`src/rtl/aop_pkg.sv`:
```
package aop_pkg;

  localparam int NCH = 2;
  localparam int AW = 8;
  localparam int DW = 32;
  localparam int VW = 16;

  // unit registers
  localparam logic [AW-1:0] REG_CTRL = 8'h00;
  localparam logic [AW-1:0] REG_STATUS = 8'h04;
  localparam logic [AW-1:0] REG_MASK = 8'h08;
  localparam logic [AW-1:0] REG_INPUTS = 8'h0C;

  // channel c occupies the 32-byte page (c + 1); offsets within the page
  localparam int PAGE_LSB = 5;
  localparam logic [4:0] CH_CFG = 5'h00;
  localparam logic [4:0] CH_ULIM = 5'h04;
  localparam logic [4:0] CH_LLIM = 5'h08;
  localparam logic [4:0] CH_SUP = 5'h0C;
  localparam logic [4:0] CH_SLO = 5'h10;
  localparam logic [4:0] CH_FAULT = 5'h14;
  localparam logic [4:0] CH_IDLE = 5'h18;
  localparam logic [4:0] CH_CMD = 5'h1C;

  // field positions
  localparam int CTRL_FMT_LSB = 0;
  localparam int CTRL_SHORT_BIT = 2;
  localparam int CTRL_PRIO_BIT = 3;
  localparam int CFG_RNG_LSB = 0;
  localparam int CFG_UEN_BIT = 3;
  localparam int CFG_LEN_BIT = 4;
  localparam int CFG_SUEN_BIT = 5;
  localparam int CFG_SLEN_BIT = 6;
  localparam int CFG_FEN_BIT = 7;
  localparam int CFG_IEN_BIT = 8;
  localparam int SIGN_BIT = 15;

  // status layout: bit 0 short, then five bits per channel
  localparam int ST_SHORT = 0;
  localparam int ST_CH_BASE = 1;
  localparam int ST_CH_W = 5;
  localparam int ST_UP = 0;
  localparam int ST_LO = 1;
  localparam int ST_SUP = 2;
  localparam int ST_SLO = 3;
  localparam int ST_REJ = 4;
  localparam int STW = ST_CH_BASE + ST_CH_W * NCH;

  // synchronised pin inputs
  localparam int IN_SHORT = 0;
  localparam int IN_ERR = 1;
  localparam int IN_IDLE = 2;
  localparam int NIN = 3;

  // scale limit bounds, two's complement
  localparam logic [VW-1:0] SUP_MIN = 16'h8002;
  localparam logic [VW-1:0] SLO_MIN = 16'h8001;
  localparam logic [VW-1:0] SLO_MAX = 16'h7FFE;
  localparam logic [VW-1:0] SUP_RST = 16'h03E8;
  localparam logic [VW-1:0] SLO_RST = 16'h0000;
  localparam logic [VW-1:0] ULIM_RST = 16'h041A;
  localparam logic [VW-1:0] LLIM_RST = 16'h0000;

  typedef enum logic [2:0] {
    AOP_R_0_10V,
    AOP_R_0_5V,
    AOP_R_1_5V,
    AOP_R_0_20MA,
    AOP_R_4_20MA
  } aop_range_t;
  localparam logic [2:0] NRANGE = 3'h5;

  typedef enum logic [1:0] {
    AOP_F_OFFSET,
    AOP_F_SIGNMAG,
    AOP_F_TWOS,
    AOP_F_SCALED
  } aop_fmt_t;

  // settable windows in hundredths of a volt or milliamp
  typedef struct packed {
    logic [VW-1:0] loMin;
    logic [VW-1:0] loMax;
    logic [VW-1:0] upMin;
    logic [VW-1:0] upMax;
    logic [VW-1:0] outMin;
    logic [VW-1:0] outMax;
  } aop_win_t;

  localparam aop_win_t WIN_0_10V = '{16'h0000, 16'h0415, 16'h0005, 16'h041A, 16'h0000, 16'h041A};
  localparam aop_win_t WIN_0_5V = '{16'h0000, 16'h020A, 16'h0003, 16'h020D, 16'h0000, 16'h020D};
  localparam aop_win_t WIN_1_5V = '{16'h004B, 16'h020A, 16'h004E, 16'h020D, 16'h004B, 16'h020D};
  localparam aop_win_t WIN_0_20MA = '{16'h0000, 16'h082A, 16'h000A, 16'h0834, 16'h0000, 16'h0834};
  localparam aop_win_t WIN_4_20MA = '{16'h012C, 16'h082A, 16'h0136, 16'h0834, 16'h012C, 16'h0834};

  typedef struct packed {
    logic [AW-1:0] addr;
    logic [DW-1:0] wdata;
    logic we;
    logic re;
  } aop_bus_t;

  typedef struct packed {
    aop_range_t rng;
    logic uEn;
    logic lEn;
    logic suEn;
    logic slEn;
    logic fEn;
    logic iEn;
    logic [VW-1:0] uLim;
    logic [VW-1:0] lLim;
    logic [VW-1:0] sUp;
    logic [VW-1:0] sLo;
    logic [VW-1:0] fault;
    logic [VW-1:0] idle;
    logic [VW-1:0] cmd;
    logic [VW-1:0] out;
  } aop_chan_t;

  typedef struct packed {
    aop_fmt_t fmt;
    logic shortEn;
    logic prioSoft;
    logic [STW-1:0] status;
    logic [STW-1:0] mask;
    logic [NIN-1:0] syncA;
    logic [NIN-1:0] syncB;
    aop_chan_t [NCH-1:0] ch;
    logic [DW-1:0] rdata;
  } aop_state_t;

  localparam aop_chan_t CHAN_RST = '{
    rng: AOP_R_0_10V, uEn: 1'b0, lEn: 1'b0, suEn: 1'b0, slEn: 1'b0, fEn: 1'b0, iEn: 1'b0,
    uLim: ULIM_RST, lLim: LLIM_RST, sUp: SUP_RST, sLo: SLO_RST,
    fault: 16'h0000, idle: 16'h0000, cmd: 16'h0000, out: 16'h0000
  };

endpackage

```
`src/rtl/aop_param_check.sv`:
```
// The register offsets and the plain strobed port are this design's own decisions.
`timescale 1ns/1ps
// Overview of operation
// positive user limit over the numeric path is value times 100, plain decimal
// negative numeric-path limit is magnitude times 100 with bit 15 set as sign
// web path enters value times 100 with an ordinary minus sign
// codes 0..1050 positive and 32768..33818 negative, hundredths, are decoded
// user lower and upper limits accepted only inside the range's windows; in scaled format the code accepts any limit value
// five output ranges per channel, 0-10 V by default
// data format offset binary, sign-magnitude, two's complement or scaled; offset default
// supply short raises an error only when detection enabled; disabled by default
// enabled upper limit error fires when command exceeds stored upper limit
// enabled lower limit error fires when command drops below stored lower limit
// scaled: scale upper limit -32766..32767, default 1000, error above it
// scaled: scale lower limit -32767..32766, default 0, error below it
// on communication error drive fault value if enabled, else hold output
// while communication idles drive idle value if enabled, else hold output
// fault and idle choices apply only when priority selects software control
// fault and idle values must lie within the selected range span; in scaled format the code accepts any fault or idle value
// the configuring party rechecks stored limits after changing a channel's range
// scaled: codes 0..32767 positive, 32768..65535 negative -0..-32767; the code decodes scaled commands as two's complement instead
// out-of-window limit, fault or idle writes are refused and flagged; in scaled format the code accepts them without a window check
module aop_param_check (
  input wire logic core_clk,
  input wire logic srst,
  input wire aop_pkg::aop_bus_t bus,
  output logic [aop_pkg::DW-1:0] rdata,
  input wire logic shortPin,
  input wire logic commErrPin,
  input wire logic commIdlePin,
  output logic [aop_pkg::NCH-1:0][aop_pkg::VW-1:0] chOut,
  output logic irq
);
  import aop_pkg::*;

  aop_state_t s;
  aop_state_t next_s;

  // sign-magnitude code to a signed value
  function automatic logic signed [VW:0] smDecode(input logic [VW-1:0] c);
    logic signed [VW:0] mag;
    mag = $signed({2'b00, c[SIGN_BIT-1:0]});
    return c[SIGN_BIT] ? -mag : mag;
  endfunction

  function automatic logic signed [VW:0] tcDecode(input logic [VW-1:0] c);
    return $signed({c[SIGN_BIT], c});
  endfunction

  function automatic logic inWin(input logic signed [VW:0] v, input logic [VW-1:0] lo,
                                 input logic [VW-1:0] hi);
    // signed compare in hundredths, however the sign was entered
    return (v >= $signed({1'b0, lo})) && (v <= $signed({1'b0, hi}));
  endfunction

  function automatic aop_win_t rangeWin(input aop_range_t r);
    aop_win_t w;
    unique case (r)
      AOP_R_0_10V: w = WIN_0_10V;
      AOP_R_0_5V: w = WIN_0_5V;
      AOP_R_1_5V: w = WIN_1_5V;
      AOP_R_0_20MA: w = WIN_0_20MA;
      AOP_R_4_20MA: w = WIN_4_20MA;
      default: w = WIN_0_10V;
    endcase
    return w;
  endfunction

  // commanded value as the active data format presents it
  function automatic logic signed [VW:0] cmdDecode(input aop_fmt_t f, input logic [VW-1:0] c);
    logic signed [VW:0] v;
    unique case (f)
      AOP_F_OFFSET: v = $signed({1'b0, c});
      AOP_F_SIGNMAG: v = smDecode(c);
      AOP_F_TWOS: v = tcDecode(c);
      AOP_F_SCALED: v = tcDecode(c);
    endcase
    return v;
  endfunction

  always_comb begin
    logic [STW-1:0] evt;
    logic [STW-1:0] clr;
    logic [VW-1:0] wd;
    logic [4:0] off;
    logic scaled;
    logic hit;
    logic ok;
    logic errNow;
    logic idleNow;
    logic signed [VW:0] cv;
    aop_win_t w;
    int b;
    evt = '0;
    clr = '0;
    wd = bus.wdata[VW-1:0];
    off = bus.addr[PAGE_LSB-1:0];
    scaled = (s.fmt == AOP_F_SCALED);
    hit = 1'b0;
    ok = 1'b0;
    errNow = s.syncB[IN_ERR];
    idleNow = s.syncB[IN_IDLE];
    cv = '0;
    w = WIN_0_10V;
    b = 0;
    next_s = s;

    // pins are asynchronous: two flops before any use
    next_s.syncA = {commIdlePin, commErrPin, shortPin};
    next_s.syncB = s.syncA;

    if (bus.we) begin
      unique case (bus.addr)
        REG_CTRL: begin
          next_s.fmt = aop_fmt_t'(bus.wdata[CTRL_FMT_LSB +: 2]);
          next_s.shortEn = bus.wdata[CTRL_SHORT_BIT];
          next_s.prioSoft = bus.wdata[CTRL_PRIO_BIT];
        end
        REG_STATUS: clr = bus.wdata[STW-1:0];
        REG_MASK: next_s.mask = bus.wdata[STW-1:0];
        default: ;
      endcase
    end

    if (s.shortEn && s.syncB[IN_SHORT]) begin
      evt[ST_SHORT] = 1'b1;
    end

    for (int c = 0; c < NCH; c++) begin
      b = ST_CH_BASE + c * ST_CH_W;
      w = rangeWin(s.ch[c].rng);
      hit = bus.we && (bus.addr[AW-1:PAGE_LSB] == 3'(c + 1));
      ok = 1'b1;
      if (hit) begin
        unique case (off)
          CH_CFG: begin
            ok = (bus.wdata[CFG_RNG_LSB +: 3] < NRANGE);
            if (ok) begin
              next_s.ch[c].rng = aop_range_t'(bus.wdata[CFG_RNG_LSB +: 3]);
              next_s.ch[c].uEn = bus.wdata[CFG_UEN_BIT];
              next_s.ch[c].lEn = bus.wdata[CFG_LEN_BIT];
              next_s.ch[c].suEn = bus.wdata[CFG_SUEN_BIT];
              next_s.ch[c].slEn = bus.wdata[CFG_SLEN_BIT];
              next_s.ch[c].fEn = bus.wdata[CFG_FEN_BIT];
              next_s.ch[c].iEn = bus.wdata[CFG_IEN_BIT];
            end
          end
          CH_ULIM: begin
            ok = scaled || inWin(smDecode(wd), w.upMin, w.upMax);
            if (ok) next_s.ch[c].uLim = wd;
          end
          CH_LLIM: begin
            ok = scaled || inWin(smDecode(wd), w.loMin, w.loMax);
            if (ok) next_s.ch[c].lLim = wd;
          end
          CH_SUP: begin
            ok = (tcDecode(wd) >= tcDecode(SUP_MIN));
            if (ok) next_s.ch[c].sUp = wd;
          end
          CH_SLO: begin
            ok = (tcDecode(wd) >= tcDecode(SLO_MIN)) && (tcDecode(wd) <= tcDecode(SLO_MAX));
            if (ok) next_s.ch[c].sLo = wd;
          end
          CH_FAULT: begin
            ok = scaled || inWin(smDecode(wd), w.outMin, w.outMax);
            if (ok) next_s.ch[c].fault = wd;
          end
          CH_IDLE: begin
            ok = scaled || inWin(smDecode(wd), w.outMin, w.outMax);
            if (ok) next_s.ch[c].idle = wd;
          end
          CH_CMD: next_s.ch[c].cmd = wd;
          default: ;
        endcase
        // a refused write leaves the stored value untouched
        if (!ok) evt[b + ST_REJ] = 1'b1;
      end

      // limit checks run continuously against the stored command
      cv = cmdDecode(s.fmt, s.ch[c].cmd);
      if (s.ch[c].uEn && (cv > smDecode(s.ch[c].uLim))) begin
        evt[b + ST_UP] = 1'b1;
      end
      if (s.ch[c].lEn && (cv < smDecode(s.ch[c].lLim))) begin
        evt[b + ST_LO] = 1'b1;
      end
      if (scaled && s.ch[c].suEn && (cv > tcDecode(s.ch[c].sUp))) begin
        evt[b + ST_SUP] = 1'b1;
      end
      if (scaled && s.ch[c].slEn && (cv < tcDecode(s.ch[c].sLo))) begin
        evt[b + ST_SLO] = 1'b1;
      end

      // communication error outranks idle; with neither the command is driven, otherwise a disabled choice holds the last output
      if (errNow) begin
        if (s.prioSoft && s.ch[c].fEn) next_s.ch[c].out = s.ch[c].fault;
      end else if (idleNow) begin
        if (s.prioSoft && s.ch[c].iEn) next_s.ch[c].out = s.ch[c].idle;
      end else begin
        next_s.ch[c].out = s.ch[c].cmd;
      end
    end

    // set wins over a write-one clear in the same cycle
    next_s.status = (s.status & ~clr) | evt;

    next_s.rdata = '0;
    if (bus.re) begin
      if (bus.addr[AW-1:PAGE_LSB] == '0) begin
        unique case (bus.addr)
          REG_CTRL: begin
            next_s.rdata[CTRL_FMT_LSB +: 2] = s.fmt;
            next_s.rdata[CTRL_SHORT_BIT] = s.shortEn;
            next_s.rdata[CTRL_PRIO_BIT] = s.prioSoft;
          end
          REG_STATUS: next_s.rdata[STW-1:0] = s.status;
          REG_MASK: next_s.rdata[STW-1:0] = s.mask;
          REG_INPUTS: next_s.rdata[NIN-1:0] = s.syncB;
          default: ;
        endcase
      end
      for (int c = 0; c < NCH; c++) begin
        if (bus.addr[AW-1:PAGE_LSB] == 3'(c + 1)) begin
          unique case (off)
            CH_CFG: begin
              next_s.rdata[CFG_RNG_LSB +: 3] = s.ch[c].rng;
              next_s.rdata[CFG_UEN_BIT] = s.ch[c].uEn;
              next_s.rdata[CFG_LEN_BIT] = s.ch[c].lEn;
              next_s.rdata[CFG_SUEN_BIT] = s.ch[c].suEn;
              next_s.rdata[CFG_SLEN_BIT] = s.ch[c].slEn;
              next_s.rdata[CFG_FEN_BIT] = s.ch[c].fEn;
              next_s.rdata[CFG_IEN_BIT] = s.ch[c].iEn;
            end
            CH_ULIM: next_s.rdata[VW-1:0] = s.ch[c].uLim;
            CH_LLIM: next_s.rdata[VW-1:0] = s.ch[c].lLim;
            CH_SUP: next_s.rdata[VW-1:0] = s.ch[c].sUp;
            CH_SLO: next_s.rdata[VW-1:0] = s.ch[c].sLo;
            CH_FAULT: next_s.rdata[VW-1:0] = s.ch[c].fault;
            CH_IDLE: next_s.rdata[VW-1:0] = s.ch[c].idle;
            // reading the command slot shows the value being driven
            CH_CMD: next_s.rdata[VW-1:0] = s.ch[c].out;
            default: ;
          endcase
        end
      end
    end
  end

  always_ff @(posedge core_clk) begin
    if (srst) begin
      s.fmt <= AOP_F_OFFSET;
      s.shortEn <= 1'b0;
      s.prioSoft <= 1'b0;
      s.status <= '0;
      s.mask <= '0;
      s.syncA <= '0;
      s.syncB <= '0;
      s.ch <= {NCH{CHAN_RST}};
      s.rdata <= '0;
    end else begin
      s <= next_s;
    end
  end

  assign rdata = s.rdata;
  assign irq = |(s.status & s.mask);

  for (genvar g = 0; g < NCH; g++) begin : gOut
    assign chOut[g] = s.ch[g].out;
  end

endmodule

```
`config.mk`:
```
export PLATFORM = sky130hd
export DESIGN_NAME = aop_param_check
export DESIGN_NICKNAME = d
export VERILOG_FILES = /design/src/rtl/aop_pkg.sv /design/src/rtl/aop_param_check.sv
export SDC_FILE = /design/constraint.sdc
export NUM_CORES = 1
export LEC_CHECK = 0
export ABC_AREA = 0
export BUFFER_PORTS_ARGS = -buffer_cell sky130_fd_sc_hd__buf_2
export CAP_MARGIN = 20
export CORE_AREA = 2 2 269 271
export DETAILED_ROUTE_END_ITERATION = 7
export DIE_AREA = 0 0 271 273
export PLACE_DENSITY_LB_ADDON = 0.05
export SETUP_SLACK_MARGIN = 0.2
export SYNTH_ARGS = -nofsm -noshare
export SYNTH_HDL_FRONTEND = slang
export SYNTH_SLANG_ARGS = --single-unit
```
`constraint.sdc`:
```
create_clock -name core_clk -period 5.2 [get_ports core_clk]
set_clock_uncertainty 0.05 [all_clocks]
set_input_delay 0.78 -clock core_clk [delete_from_list [all_inputs] [get_ports core_clk]]
set_output_delay 0.78 -clock core_clk [all_outputs]
set_load 0.05 [all_outputs]
```
### Word level (Yosys, flattened, before mapping)

Index checks and enable logic that the tools add are counted.

| storage, ports and cells | value |
|---|---|
| input bits | 47 |
| output and inout bits | 65 |
| register bits | 338 |

| operators by class | value |
|---|---|
| add/sub/neg operators | 7 |
| bitwise operators | 5 |
| reductions and logical operators | 60 |
| muxes and demuxes | 48 |
| magnitude comparators | 24 |
| equality and inequality tests | 27 |

Operator list:

| kind | number |
|---|---|
| 89-bit case mux with 4 select lines | 2 |
| 16-bit 2-to-1 mux | 10 |
| 9-bit case mux with 8 select lines | 2 |
| 17-bit 2-to-1 mux | 7 |
| 15-bit negation with 17-bit output | 7 |
| 17-bit >= comparator | 6 |
| 17-bit <= comparator | 6 |
| 17-bit case mux with 3 select lines | 2 |
| 7-bit case mux with 7 select lines | 2 |
| 3-bit AND reduction | 14 |
| 17-bit by 16-bit > comparator with 1-bit output | 2 |
| 17-bit > comparator | 2 |
| 17-bit by 16-bit less-than comparator with 1-bit output | 2 |
| 17-bit less-than comparator | 2 |
| 11-bit 2-to-1 mux | 3 |
| 16-bit >= comparator (second input constant) | 2 |
| 1-bit logical AND | 26 |
| 11-bit AND | 2 |
| 5-bit == test (second input constant) | 4 |
| 8-bit by 4-bit == test with 1-bit output (second input constant) | 2 |
| 16-bit <= comparator (second input constant) | 1 |
| 3-bit by 2-bit == test with 1-bit output (second input constant) | 5 |
| 1-bit 2-to-1 mux | 15 |
| 7-bit case mux with 2 select lines | 1 |
| other kinds (24) | 44 |

### Longest topological paths before layout

| depth | value |
|---|---|
| depth in word-level cells | 10 |
| gate-level depth with buffers | 18 |
| gate-level depth less buffers | 17 |

### Worst setup path after synthesis

Ideal clock, no wire load.

| timing path | value |
|---|---|
| path type | input to register |
| from | in bus[2] (netlist bit) |
| to | reg s[270] (netlist bit) |
| cell stages on the path | 17 |
| library setup time | 0.128 ns |
| arrival time | 4.478 ns |
| buffers on the path | 3 |
| required time | 5.022 ns |
| path slack | 0.544 ns |
| cell sequence | clkbuf_1 inv_1 ha_1 clkbuf_1 nand2b_1 xnor2_1 ha_1 a21o_1 a21o_1 a221o_1 a221oi_1 o21ai_0 nand2_1 nand4_1 buf_4 mux2i_1 nor2_1 |

| between the ends | value |
|---|---|
| longest elaborated chain between the ends | 6 |

RTL lines:

| what | RTL line | text |
|---|---|---|
| start, declared | aop_param_check.sv:26 | `input wire aop_pkg::aop_bus_t bus,` |
| 15-bit negation with 17-bit output | aop_param_check.sv:43 | `return c[SIGN_BIT] ? -mag : mag;` |
| 17-bit 2-to-1 mux (*) | aop_param_check.sv:43 |  |
| 17-bit >= comparator or 17-bit <= comparator (tied branches) | aop_param_check.sv:53 | `return (v >= $signed({1'b0, lo})) && (v <= $signed({1'b0, hi}));` |
| 1-bit logical AND (*) | aop_param_check.sv:53 |  |
| 1-bit logical OR (*) | aop_param_check.sv:153 | `ok = scaled \|\| inWin(smDecode(wd), w.loMin, w.loMax);` |
| 3-bit AND reduction (no source line) (*) | n/a |  |
| end signal, assigned | aop_param_check.sv:261 | `s <= next_s;` |
| end, declared | aop_param_check.sv:36 | `aop_state_t s;` |

Every way passes the cells marked *; elsewhere a longest branch is shown, timed or not.
A chain may end at the register's enable or synchronous reset.

### Final worst setup path

| timing path | value |
|---|---|
| from | reg s[50] (netlist bit) |
| to | reg s[325] (netlist bit) |

| between the ends | value |
|---|---|
| longest elaborated chain between the ends | 7 |

RTL lines:

| what | RTL line | text |
|---|---|---|
| 15-bit negation with 17-bit output | aop_param_check.sv:43 |  |
| 17-bit 2-to-1 mux | aop_param_check.sv:43 |  |
| 17-bit case mux with 3 select lines (*) | aop_param_check.sv:72 | `unique case (f)` |
| 17-bit less-than comparator (*) | aop_param_check.sv:184 | `if (s.ch[c].lEn && (cv < smDecode(s.ch[c].lLim))) begin` |
| 1-bit logical AND (*) | aop_param_check.sv:184 |  |
| 1-bit 2-to-1 mux (*) | aop_param_check.sv:184 |  |
| 11-bit bitwise OR (*) | aop_param_check.sv:205 | `next_s.status = (s.status & ~clr) \| evt;` |

Marked as above.

==> results.cfg <==
[status]
status = finished, final reports clean

[floorplan]
rows = 98
start_util = 0.297
core-area_um2 = 71000
fp.dieW_um = 271
fp.dieH_um = 273
io_pins = 112
die-area_um2 = 74000

[worst_setup_path]
critPathKind = flip-flop to flip-flop
crit_path_end_kind = flip-flop
cp-start-kind = flip-flop
slowest_stage = or4_1
cp_num_buf_inv = 0
required_ps = 5670
path_cells = nor3_1 > nand2b_1 > nor4_1 > nand2_1 > or4_1 > o31ai_1 > xnor2_1 > ha_1 > a21o_1 > a31oi_1 > o21ai_0 > a21oi_1 > mux2i_1 > a31o_2
cp_top_family = simple AND/OR/NAND/NOR gates
max_stage_delay_ps = 550
worstPathArrival_ps = 4720
path_max_fanout = 6

[sta]
period_minus_slack_ps = 4250
slew_violations = 0
fin_crit_sh = 0.817
tns_ps = 0
rsz0062_at_grt = no
setup_viol = 0
fmax_mhz = 235
max_slew_margin = 0.317
hold_viol_final = 0
worst_pin_slew_ps = 1030

[synth]
synthTopCellsByArea = dfxtp_1 (31%), ha_1 (11%), mux2i_1 (8.1%)
synth_top_area_cell = dfxtp_1
yosysSeqAreaShare = 0.306
yosysMostFrequentCell = nor2_1
synthTopCellsByCount = nor2_1 (329), dfxtp_1 (322), nand2_1 (274), a21oi_1 (224), ha_1 (190)
synth_seq_cells = 322
synth_area_um2 = 21100
synth_edf_count = 0
synth_cell_type_count = 83
synth_ff_type = dfxtp_1
synth_top_area_frac = 0.306
synth_warnings = 0
async_flop_share = 0
syn_avg_cell_area_um2 = 8.04
synthCells = 2624

[power_and_ir_drop]
leakage_nw = 10.2
powerDensity_nw_per_um2 = 257
ir_drop_mv = 0.203

[drt]
ant_nets = 0
drt_iter0_drc = 1584
drt-wirelength-per-cell_um = 25.3
num_vias = 19345
viasPerCell = 5.40
drc = 0
drt_pre_antenna_iters = 6
drt_wl_total_um = 90900

[clock_tree]
cts_root_buffer = clkbuf_16
clock-sinks = 322
cts_tree = done
postCtsResizedCells = 0
cts_htree_levels = 2
clkLatencyLatePin_ps = 580
path_clk_slew_ps = 60
post-cts-setup-buffers = 0
cts_made_buffers = 43
postCtsHoldBufs = 0
clockBufferDepth = 3

[grt]
grt_remaining_overflow = 0
grt_max_degree = 81
antenna_found_initial = 2
grt_usage = 0.241
grt_pass1_wl_um = 132000
grt_pass1_vias = 18594

[layout]
area_growth_syn_to_layout_pct = 12.9
drive_gt1_frac = 0.101
nets = 2837
final_util = 0.335
fillers = 7456

[hold_path]
hp-class = input port to flip-flop

[placement]
io_buffers = 79
dp_hpwl_um = 66100
gp_congestion = 0.881

[flow_run]
maxCapViolCount = 0
[cells by family after synthesis]
kind of cell / synth area share
other: 0.000178
multiplexers: 0.0833
adder cells (fa/ha/maj): 0.113
AO/OA/AOI/OAI: 0.202
buffers and inverters: 0.0744
XOR/XNOR: 0.0370
AND/OR/NAND/NOR: 0.184
flip-flops: 0.306
[per-layer routing]
metal | vias up | track usage | share of wire | wire length [µm]
met5 | - | 0 | 0 | 0
met4 | 0 | 0.0521 | 0.019 | 1770
met3 | 93 | 0.0225 | 0.047 | 4270
met2 | 582 | 0.391 | 0.45 | 40900
met1 | 9439 | 0.345 | 0.48 | 43900
li1 | 9231 | - | - | -
[registers in the layout, summed over array words and instances (netlist names)]
name and flops:
s 271, next_s 3, rdata 16, chOut 32
[where the power goes]
part           switching [mW]  total [mW]  leakage, nW  internal [mW]
clock network            1.23        3.18        0.740           1.95
registers              0.0155        2.49         2.60           2.47
logic                   0.335       0.450         6.84          0.115
[metrics by stage]
step	power (mW)	std cells	hold slack (ps)	setup slack [ps]	cell area (µm²)
4_1_cts	6.19	3582	340	1060	23800
5_1_grt	6.32	3583	379	742	23800
2_1_floorplan	2.80	2639	364	544	21100
3_3_place_gp	2.98	3502	371	541	22200
3_5_place_dp	2.99	3504	373	554	22300
6_report	6.12	3585	367	952	23800
[worst paths after layout]
check / slack, ps / startpoint / end / cells past startpoint
setup / recovery: 950 / s[50] / s[325] / 14
hold / removal: 370 / commErrPin / next_s[307] / 2
setup reg to reg: 950 / s[50] / s[325] / 14
hold reg to reg: 380 / next_s[308] / s[308] / 1
[layout make-up]
class	count	area, µm²	share of cell area
multi-input combinational	1979	13200	0.555
sequential	322	6450	0.271
clock buffer	60	1270	0.0534
tap	950	1190	0.0499
timing repair buffer	149	1070	0.0448
inverter	105	394	0.0166
clock inverter	18	220	0.00925
antenna	2	5.00	0.000210
[cell usage in the layout (no fill, tap or decap), types with 28 or more instances in the layout]
master / synthesis / routed
buf_4: 66 / 60
o21ai_0: 93 / 93
inv_1: 105 / 104
a21o_1: 38 / 38
nor2_1: 329 / 326
nand3_1: 61 / 61
dfxtp_1: 322 / 320
a21oi_1: 224 / 222
nand4_1: 36 / 36
clkbuf_16: 0 / 45
xor2_1: 55 / 55
a22oi_1: 81 / 81
xnor2_1: 34 / 34
ha_1: 190 / 190
nand2_1: 274 / 274
mux2i_1: 171 / 171
a221oi_1: 28 / 28
nor2b_1: 28 / 28
buf_2: 12 / 78
[worst reg2reg max path: stages, from the launching register on]
cell,delay [ps]
dfxtp_1,390
nor3_1,360
nand2b_1,170
nor4_1,270
nand2_1,210
or4_1,550
o31ai_1,280
xnor2_1,320
ha_1,350
a21o_1,180
a31oi_1,150
o21ai_0,100
a21oi_1,160
mux2i_1,420
a31o_2,220
(Power assumes the default switching activity.)
